--- src/logic/exw_regs.svh ---
// constants for the exception entry and wakeup block
`ifndef EXW_REGS_SVH
`define EXW_REGS_SVH
`define EXW_NUM_IRQ 20
`define EXW_FRAME_WORDS 4'h8
`define EXW_WORD_BYTES 32'h00000004
`define EXW_SP_RESET 32'h20001000
`define EXW_PRIO_LOWEST 2'h3
`define EXW_VTB_LSB 28
`define EXW_WDT_IRQ 5'h00
`endif

--- src/logic/exw_pkg.sv ---
// types for the exception entry and wakeup block
package exw_pkg;
    typedef enum logic [4:0] {
        EXW_RUN = 5'h01,
        EXW_PUSH = 5'h02,
        EXW_HANDLER = 5'h04,
        EXW_POP = 5'h08,
        EXW_LOWPWR = 5'h10
    } exw_state_t;
    typedef enum logic [1:0] {
        EXW_ACTIVE = 2'h0,
        EXW_SLEEP = 2'h1,
        EXW_DEEPSLEEP = 2'h2
    } exw_power_t;
    typedef struct packed {
        logic write;
        logic [31:0] addr;
        logic [31:0] data;
    } exw_mem_t;
    typedef struct packed {
        logic [19:0] setEnable;
        logic [19:0] clearEnable;
        logic [19:0] setPending;
        logic [19:0] clearPending;
    } exw_irq_wr_t;
endpackage

--- src/logic/exw_exception_entry.sv ---
// exception entry, stacking, return and wakeup control
`timescale 1ns/1ps
`include "exw_regs.svh"
module exw_exception_entry (
    input wire logic clk_sys,
    input wire logic resetn,
    input wire logic [19:0] irqLines,
    input wire exw_pkg::exw_irq_wr_t irqWrite,
    input wire logic [39:0] irqPriority,
    input wire logic globalPriorityMask,
    input wire logic stackSelect,
    input wire logic waitForIrq,
    input wire logic deepSleepSel,
    input wire logic handlerReturn,
    input wire logic [31:0] vectorTableBase,
    input wire logic [255:0] coreRegs,
    input wire logic [31:0] popData,
    output exw_pkg::exw_mem_t memReq,
    output logic [31:0] handlerAddr,
    output logic [4:0] activeIrq,
    output logic handlerMode,
    output logic [19:0] enableStatus,
    output logic [19:0] pendingStatus,
    output logic [255:0] restoredRegs,
    output logic restoreDone,
    output logic wakeup,
    output exw_pkg::exw_power_t powerState,
    output logic [31:0] mainStackPointer,
    output logic [31:0] processStackPointer
);
    exw_pkg::exw_state_t state_reg, state_next;
    logic [19:0] irqMeta_reg, irqSync_reg, irqPrev_reg;
    logic [19:0] enable_reg, pending_reg;
    logic [3:0] count_reg;
    logic useProcess_reg; // stack that received the frame
    logic [4:0] irqNum;
    logic found;
    logic [1:0] bestPrio;
    logic [19:0] ready, irqRise, wakeSrc;
    logic useProcessNow, anyWake;
    logic [31:0] curSp, nextSp;

    // word index in the frame; slot 0 is r0 at the lowest address
    function automatic logic [31:0] frameWord(input logic [255:0] regs, input logic [3:0] idx);
        frameWord = regs[{idx[2:0], 5'h00} +: 32];
    endfunction

    // three flops on the asynchronous peripheral request lines
    always_ff @(posedge clk_sys or negedge resetn)
    begin
        if (!resetn)
        begin
            irqMeta_reg <= 20'h00000;
            irqSync_reg <= 20'h00000;
            irqPrev_reg <= 20'h00000;
        end
        else
        begin
            irqMeta_reg <= irqLines;
            irqSync_reg <= irqMeta_reg;
            irqPrev_reg <= irqSync_reg;
        end
    end

    // only enabled, unmasked pending lines may be taken
    assign irqRise = irqSync_reg & ~irqPrev_reg;
    assign ready = pending_reg & enable_reg & {20{~globalPriorityMask}};
    // watchdog alone survives deep sleep
    assign wakeSrc = (powerState == exw_pkg::EXW_DEEPSLEEP) ?
        (irqSync_reg & enable_reg & (20'h00001 << `EXW_WDT_IRQ)) :
        (irqSync_reg & enable_reg);
    assign anyWake = |wakeSrc;

    // lowest level wins, lowest number breaks ties
    always_comb
    begin
        irqNum = 5'h00;
        found = 1'b0;
        bestPrio = `EXW_PRIO_LOWEST;
        for (int i = 0; i < `EXW_NUM_IRQ; i++)
        begin
            if (ready[i] && (!found || irqPriority[2*i +: 2] < bestPrio))
            begin
                found = 1'b1;
                bestPrio = irqPriority[2*i +: 2];
                irqNum = 5'(i);
            end
        end
    end

    // handler mode forces the main pointer; thread mode uses the select bit
    assign useProcessNow = (state_reg == exw_pkg::EXW_HANDLER) ? 1'b0 : stackSelect;
    assign curSp = useProcess_reg ? processStackPointer : mainStackPointer;
    assign nextSp = (state_reg == exw_pkg::EXW_PUSH) ?
        curSp - `EXW_WORD_BYTES : curSp + `EXW_WORD_BYTES;

    // sequencer for entry, handler, return and low power
    always_comb
    begin
        state_next = state_reg;
        case (state_reg)
            exw_pkg::EXW_RUN:
                if (found)
                    state_next = exw_pkg::EXW_PUSH;
                else if (waitForIrq)
                    state_next = exw_pkg::EXW_LOWPWR;
            exw_pkg::EXW_PUSH:
                if (count_reg == `EXW_FRAME_WORDS - 4'h1)
                    state_next = exw_pkg::EXW_HANDLER;
            exw_pkg::EXW_HANDLER:
                if (handlerReturn)
                    state_next = exw_pkg::EXW_POP;
            exw_pkg::EXW_POP:
                if (count_reg == `EXW_FRAME_WORDS - 4'h1)
                    state_next = exw_pkg::EXW_RUN;
            exw_pkg::EXW_LOWPWR:
                if (anyWake)
                    state_next = exw_pkg::EXW_RUN;
            default:
                state_next = exw_pkg::EXW_RUN;
        endcase
    end

    // state, counters and stack pointers
    always_ff @(posedge clk_sys or negedge resetn)
    begin
        if (!resetn)
        begin
            state_reg <= exw_pkg::EXW_RUN;
            count_reg <= 4'h0;
            useProcess_reg <= 1'b0;
            mainStackPointer <= `EXW_SP_RESET;
            processStackPointer <= `EXW_SP_RESET;
        end
        else
        begin
            state_reg <= state_next;
            count_reg <= (state_next == state_reg) ? count_reg + 4'h1 : 4'h0;
            if (state_reg == exw_pkg::EXW_RUN && found)
                useProcess_reg <= useProcessNow;
            if (state_reg == exw_pkg::EXW_PUSH || state_reg == exw_pkg::EXW_POP)
            begin
                if (useProcess_reg)
                    processStackPointer <= nextSp;
                else
                    mainStackPointer <= nextSp;
            end
        end
    end

    // memory side: push r0 last so the pointer ends on it; pop in reverse
    always_ff @(posedge clk_sys or negedge resetn)
    begin
        if (!resetn)
        begin
            memReq <= '0;
            restoredRegs <= '0;
            restoreDone <= 1'b0;
        end
        else
        begin
            memReq.write <= (state_reg == exw_pkg::EXW_PUSH);
            memReq.addr <= (state_reg == exw_pkg::EXW_POP) ? curSp : nextSp;
            // frame order top-down: status, return, link, r12, r3, r2, r1, r0
            memReq.data <= frameWord(coreRegs, 4'h7 - count_reg);
            if (state_reg == exw_pkg::EXW_POP)
                restoredRegs[{count_reg[2:0], 5'h00} +: 32] <= popData;
            restoreDone <= (state_reg == exw_pkg::EXW_POP) && (state_next == exw_pkg::EXW_RUN);
        end
    end

    // enable and pending bits; only ones in a write act
    always_ff @(posedge clk_sys or negedge resetn)
    begin
        if (!resetn)
        begin
            enable_reg <= 20'h00000;
            pending_reg <= 20'h00000;
            activeIrq <= 5'h00;
            handlerAddr <= 32'h00000000;
        end
        else
        begin
            enable_reg <= (enable_reg | irqWrite.setEnable) & ~irqWrite.clearEnable;
            // set beats clear; the one in-service line is retired on entry
            pending_reg <= ((pending_reg & ~irqWrite.clearPending)
                | irqWrite.setPending | (irqRise & enable_reg))
                & ~((state_reg == exw_pkg::EXW_RUN && found) ?
                    (20'h00001 << irqNum) : 20'h00000);
            if (state_reg == exw_pkg::EXW_RUN && found)
            begin
                activeIrq <= irqNum;
                // six bits: vector numbers above 31 must not wrap
                handlerAddr <= {vectorTableBase[31:`EXW_VTB_LSB], 28'h0000000}
                    + {24'h000000, 6'(irqNum) + 6'h10, 2'h0};
            end
        end
    end

    // status and power outputs
    always_ff @(posedge clk_sys or negedge resetn)
    begin
        if (!resetn)
        begin
            handlerMode <= 1'b0;
            enableStatus <= 20'h00000;
            pendingStatus <= 20'h00000;
            wakeup <= 1'b0;
            powerState <= exw_pkg::EXW_ACTIVE;
        end
        else
        begin
            handlerMode <= (state_next == exw_pkg::EXW_HANDLER) || (state_next == exw_pkg::EXW_POP);
            enableStatus <= enable_reg;
            pendingStatus <= pending_reg;
            wakeup <= (state_reg == exw_pkg::EXW_LOWPWR) && anyWake;
            if (state_reg == exw_pkg::EXW_RUN && !found && waitForIrq)
                powerState <= deepSleepSel ? exw_pkg::EXW_DEEPSLEEP : exw_pkg::EXW_SLEEP;
            else if (state_reg == exw_pkg::EXW_LOWPWR && anyWake)
                powerState <= exw_pkg::EXW_ACTIVE;
        end
    end
endmodule

--- config.mk ---
export PLATFORM = sky130hd
export DESIGN_NAME = exw_exception_entry
export DESIGN_NICKNAME = d
export VERILOG_FILES = /design/src/logic/exw_pkg.sv /design/src/logic/exw_exception_entry.sv
export VERILOG_INCLUDE_DIRS = /design/src /design/src/logic
export SDC_FILE = /design/constraint.sdc
export NUM_CORES = 1
export LEC_CHECK = 0
export BUFFER_PORTS_ARGS = -buffer_cell sky130_fd_sc_hd__buf_2
export CORE_AREA = 2 2 368 370
export DETAILED_ROUTE_END_ITERATION = 16
export DIE_AREA = 0 0 370 372
export GPL_TIMING_DRIVEN = 0
export PLACE_DENSITY = 0.46
export SYNTH_ARGS = -nofsm -noshare
export SYNTH_HDL_FRONTEND = slang
export SYNTH_SLANG_ARGS = --single-unit
--- constraint.sdc ---
create_clock -name clk_sys -period 7.84 [get_ports clk_sys]
set_clock_uncertainty 0.15 [all_clocks]
set_input_delay 0.392 -clock clk_sys [delete_from_list [all_inputs] [get_ports clk_sys]]
set_output_delay 0.392 -clock clk_sys [all_outputs]
set_load 0.01 [all_outputs]
==> qor.csv, run 1 <==
stage,metric,value,unit
critical_path,r2r-start,pending_reg[4],
cells_and_area,reg.largest.list,"restoredRegs x256, memReq x65",
min_path,min_delay_path_depth,4,
power,ir_worst_vdd,0.151,mV
synth,ys_ff_latch,550,
cells_and_area,final_cell_mix,"884 x buf_2, 558 x nand2_1, 545 x dfrtp_1",
cells_and_area,final_cells,5365,
sta,worst_slew_pin_slew,1230,ps
critical_path,worstRegToRegCells,28,
detailed_routing,num_vias,23100,
place,placed_cells,5012,
cells_and_area,largest_register_ffs,256,
sta,slew_violations,0,
cells_and_area,fin_nets,4024,
clock_network,cts_inserted_buffers,71,
detailed_routing,drtPass1Iterations,5,
sta,period_share,0.932,
critical_path,critical_path.top_delay_family,compound AO/OA/AOI/OAI gates,
critical_path,worst-path-buf-inv,1,
critical_path,cp_slowest_cell,dfrtp_1,
cells_and_area,final_common_cell,buf_2,
critical_path,crit_path_max_incr_delay,490,ps
synth,syn_inst,2319,
power,power_density,309,mW/mm^2
clock_network,cts_buffer_depth,3,
sta,max_freq,137,MHz
clock_network,cts_sinks,550,
critical_path,r2r_slack,540,ps
clock_network,clkTransAtPathRegs,60,ps
sta,fin_ws,535,ps
global_routing,antenna_found_initial,34,
critical_path,cp.arrival,7690,ps
power,p_leak,16.8,nW
synth,synth-edff-count,0,
min_path,hold_class,primary input to flop,
synth,syn_area,0.0249,mm^2
min_path,holdCritStartpoint,coreRegs[127],
place,hpwl,99.6,mm
floorplanning,rows,135,
global_routing,track_usage,0.174,
cells_and_area,area_growth_syn_to_layout,46.6,%
global_routing,first_global_vias,22900,
sta,relSlewSlack,0.182,
critical_path,r2r-end,pending_reg[2],
critical_path,crit_required,8230,ps
critical_path,start_kind,flop,
synth,yosysSeqAreaShare,0.554,
detailed_routing,routed_wl,125,mm
sta,finalSetupViolCount,0,
detailed_routing,drc,0,
critical_path,worstSetupPathType,flop to flop,
place,gp_congestion,0.892,
run_status,status,completed,
global_routing,grt_pass1_wl,170,mm
synth,synthDistinctLibCells,92,
floorplanning,die_x,370,um
floorplanning,die_h,372,um
critical_path,worstPathMaxFanout,9,
min_path,min_to,memReq[31],
critical_path,end_kind,flop,
run,drv_cap,0,
detailed_routing,drt-wirelength-per-cell,23.3,um
sta,hold_violations,0,
synth,syn_avg_cell_area,10.7,um^2
global_routing,grt_overflow_total,0,
cells_and_area,regMostFlops,restoredRegs,
clock_network,cts_root_buf,clkbuf_16,
cells_and_area,drive_gt1_frac,0.368,
place,dp_slack,-648,ps
sta,period_needed,7300,ps
synth,yosysWarnings,0,
cells_and_area,n_fill_cell,14500,
global_routing,grt_max_degree,107,
sta,rsz0062_at_grt,false,
detailed_routing,antenna_left,0,
clock_network,h-tree-depth,3,
detailed_routing,drt_iter0_drc,1484,
floorplanning,dieArea,0.138,mm^2
clock_network,clock_latency,680,ps
place,portBuffers,883,
synth,synthArstFlopShare,1.00,
detailed_routing,vias_per_cell,4.30,
floorplanning,coreArea,0.134,mm^2
clock_network,cts_tree,done,
floorplanning,io_pins,934,
floorplanning,initial_core_util,0.185,
synth,ys.flop_type,dfrtp_1,
routing by layer:
metal | GRT usage | routed length [um] | part of all wire
met2 | 0.301 | 62200 | 0.50
met3 | 0.0560 | 9960 | 0.080
met1 | 0.202 | 48800 | 0.39
met4 | 0.0571 | 4060 | 0.032
met5 | 0 | 100 | 0.00080
power breakdown:
part	internal, mW	switching [mW]
sequential	3.30	0.262
clock	1.93	1.42
combinational	1.78	2.57
worst min-delay path: stages:
cell and delay, ps:
buf_2 70, mux4_2 210, nand2_1 90, nand2_1 70
synth_stat cells (8+ instances only):
cell type / n / area share
nand3b_1: 13 / 0.0039
inv_1: 27 / 0.0041
nand3_1: 38 / 0.0076
o21ai_0: 261 / 0.053
or3_1: 8 / 0.0020
buf_1: 11 / 0.0017
mux2_2: 129 / 0.058
ha_1: 36 / 0.018
o21bai_1: 11 / 0.0033
nor2b_1: 29 / 0.0073
mux4_2: 64 / 0.058
o211ai_1: 9 / 0.0027
or2_2: 11 / 0.0028
nor2_1: 126 / 0.019
and3_1: 19 / 0.0048
xnor2_1: 21 / 0.0074
nor3_1: 45 / 0.0091
dfrtp_1: 545 / 0.55
a21oi_1: 56 / 0.011
a211oi_1: 12 / 0.0036
clkbuf_1: 86 / 0.013
nand2_1: 558 / 0.084
buf_4: 28 / 0.0085
xor2_1: 11 / 0.0039
through the flow:
| stage | hold WS [ps] | cell area [um^2] | setup TNS, ps | utilization | total power, mW |
|---|---|---|---|---|---|
| floorplan | -53.6 | 24900 | 0 | - | 5.94 |
| global placement | 184 | 31600 | -3399620 | 0.235 | 7.71 |
| detailed placement | 98.3 | 31800 | -5660 | 0.237 | 7.74 |
| CTS | 0.207 | 36300 | 0 | 0.271 | 11.4 |
| global route | 20.3 | 36400 | 0 | 0.271 | 12.0 |
| finish | 50.8 | 36500 | 0 | 0.272 | 11.3 |
cells by family after synthesis:
| family | after synthesis | share of synthesized area |
|---|---|---|
| AND/OR/NAND/NOR | 905 | 0.161 |
| adder cells (fa/ha/maj) | 44 | 0.0217 |
| XOR/XNOR | 32 | 0.0113 |
| flip-flops | 550 | 0.554 |
| buffers and inverters | 155 | 0.0282 |
| multiplexers | 196 | 0.118 |
| other | 1 | 0.000151 |
| AO/OA/AOI/OAI | 436 | 0.106 |
how the worst max path moves through the flow:
stage / start / end / depth (start not counted)
CTS: pending_reg[4] / pending_reg[6] / 27
floorplan: globalPriorityMask / pending_reg[4] / 28
finish: pending_reg[4] / pending_reg[2] / 28
detailed placement: irqPriority[9] / pending_reg[13] / 28
global placement: resetn / memReq[24] / 1
global route: enable_reg[0] / pending_reg[8] / 30
repair_timing:
action,in CTS,in global routing
endpoints found under the setup margin,20,26
hold endpoints to repair,556,0
resized for setup,6,8
buffers inserted,0,4
pin swaps,1,4
hold buffers,211,0
cloned,0,0
area by class of cell:
class / count / area [um^2] / share of cell area
diodes: 11 / 27.5 / 0.000755
plain buffers: 127 / 602 / 0.0165
well taps: 1781 / 2230 / 0.0611
clock buffers: 99 / 2020 / 0.0555
multi-input cells: 1635 / 10600 / 0.290
flip-flops and latches: 550 / 13800 / 0.378
inverters: 28 / 105 / 0.00288
repair buffers: 1107 / 6780 / 0.186
clock inverters: 27 / 365 / 0.0100
Note: power is estimated with default switching activity, not from simulation.
==> run 2, diff against run 1 <==
CORE_AREA = 4 4 360 362   (was 2 2 368 370)
DIE_AREA = 0 0 364 366   (was 0 0 370 372)
PLACE_DENSITY = 0.48   (was 0.46)
==> qor.csv, run 2 (synthesis gave the netlist of run 1 again) <==
stage,metric,value,unit
sta,hold_violations,0,
sta,finalSetupViolCount,0,
critical_path,worstPathMaxFanout,8,
critical_path,crit_required,8230,ps
sta,period_share,0.937,
global_routing,grt_max_degree,100,
power,power_density,310,mW/mm^2
clock_network,clkTransAtPathRegs,60,ps
detailed_routing,drt_iter0_drc,1545,
detailed_routing,drc,0,
place,gp_congestion,0.924,
floorplanning,rows,131,
power,p_int,7.12,mW
detailed_routing,drt-wirelength-per-cell,24.6,um
sta,relSlewSlack,0.136,
sta,period_needed,7350,ps
power,comb_power_share,0.380,
place,placed_cells,4894,
global_routing,antenna_found_initial,28,
critical_path,crit_path_max_incr_delay,550,ps
global_routing,first_global_vias,23800,
min_path,hold_class,primary input to async pin,
power,p_leak,16.9,nW
cells_and_area,reg.largest.list,"restoredRegs x256, memReq x65",
cells_and_area,regMostFlops,restoredRegs,
critical_path,worstRegToRegCells,29,
detailed_routing,drtPass1Iterations,7,
critical_path,worstSetupPathType,flop to flop,
floorplanning,initial_core_util,0.196,
cells_and_area,final_cell_mix,"883 x buf_2, 558 x nand2_1, 545 x dfrtp_1",
clock_network,h-tree-depth,3,
floorplanning,io_pins,934,
critical_path,cp.arrival,7740,ps
cells_and_area,drive_gt1_frac,0.368,
power,seqPwrFrac,0.315,
critical_path,end_kind,flop,
critical_path,cp_slowest_cell,or4_1,
floorplanning,die_h,366,um
critical_path,start_kind,flop,
power,p_sw,4.21,mW
critical_path,path_common_cell,nor2_1,
critical_path,r2r_slack,490,ps
detailed_routing,antenna_left,0,
cells_and_area,fin_nets,4030,
sta,rsz0062_at_grt,false,
detailed_routing,vias_per_cell,4.41,
critical_path,r2r-start,enable_reg[0],
sta,slew_violations,0,
run_status,status,completed,
sta,worst_slew_pin_slew,1290,ps
sta,max_freq,136,MHz
global_routing,track_usage,0.189,
clock_network,clock_latency,670,ps
cells_and_area,final_cell_area,0.0365,mm^2
clock_network,cts_root_buf,clkbuf_16,
floorplanning,coreArea,0.127,mm^2
clock_network,cts_tree,done,
global_routing,grt_pass1_wl,180,mm
cells_and_area,area_growth_syn_to_layout,46.8,%
cells_and_area,final_cells,5263,
critical_path,r2r-end,pending_reg[1],
detailed_routing,routed_wl,130,mm
place,portBuffers,883,
detailed_routing,num_vias,23200,
power,ir_worst_vdd,0.132,mV
floorplanning,dieArea,0.133,mm^2
global_routing,grt_overflow_total,0,
cells_and_area,final_common_cell,buf_2,
power,clkPwrFrac,0.304,
clock_network,cts_inserted_buffers,71,
power,p_sw_frac,0.372,
run,drv_cap,0,
floorplanning,die_x,364,um
place,hpwl,104,mm
clock_network,cts_buffer_depth,3,
cells_and_area,largest_register_ffs,256,
power,power,11.3,mW
place,place_area,0.0317,mm^2
sta,tns,0,ps
clock_network,cts_sinks,550,
==> run 2: cell types whose count changed in the layout (fill, tap and decap cells not counted), moves of 2 or more <==
cell / previous run / this run
buf_4: 34 / 32
bufinv_16: 3 / 5
clkbuf_8: 14 / 16
clkinv_2: 10 / 7
clkinvlp_4: 4 / 2
diode_2: 11 / 23
dlygate4sd3_1: 211 / 218
==> run 2: through the flow <==
stage               hold slack [ps]  worst slack (ps)   util
detailed placement              185              -362  0.250
global route                   22.6              8.83  0.288
finish                         51.8               494  0.288
floorplan                     -53.6              1140      -
CTS                            1.50              15.1  0.287
global placement                184             -6390  0.248
==> run 2: layer usage <==
metal	GRT usage	wire, um	up-vias
met3	0.0535	10100	197
met1	0.217	49700	11600
met4	0.0773	5460	10
met2	0.329	64300	900
li1	-	-	10500
met5	0	68	-
==> run 2: area by class of cell <==
cell class | count | area [um^2]
fillers | 13400 | 90200
flip-flops and latches | 550 | 13800
multi-input cells | 1635 | 10600
repair buffers | 1113 | 6860
well taps | 1662 | 2080
clock buffers | 100 | 2050
plain buffers | 127 | 601
clock inverters | 25 | 422
inverters | 28 | 105
diodes | 23 | 57.6
==> run 2: critical path, delay by kind of cell, from the launching register on <==
kind / cells / cell delay, ps
buffers and inverters: 1 / 210
AND/OR/NAND/NOR: 9 / 2120
AO/OA/AOI/OAI: 17 / 3690
flip-flops: 1 / 480
adder cells (fa/ha/maj): 2 / 560
==> run 2: worst max path at each step <==
stage	cells past startpoint	to	startpoint
2_1_floorplan	28	pending_reg[4]	globalPriorityMask
3_3_place_gp	1	memReq[6]	resetn
3_5_place_dp	27	pending_reg[15]	enable_reg[0]
4_1_cts	28	pending_reg[3]	enable_reg[0]
5_1_grt	29	pending_reg[1]	enable_reg[0]
6_report	29	pending_reg[1]	enable_reg[0]
==> run 2: timing repair <==
action | CTS | global route
pin swaps | 1 | 3
gates cloned | 0 | 0
hold buffers | 218 | 0
endpoints found under the hold margin | 566 | 0
gates resized for setup | 4 | 8
setup endpoints to repair | 23 | 25
setup buffers | 0 | 2
==> run 2: power groups by stage <==
stage	clock network [mW]	logic, mW	registers (mW)
2_1_floorplan	0	2.21	3.73
3_3_place_gp	0	4.05	3.62
6_report	3.45	4.31	3.57
3_5_place_dp	0	4.08	3.62
4_1_cts	3.56	4.34	3.58
5_1_grt	3.67	4.72	3.62
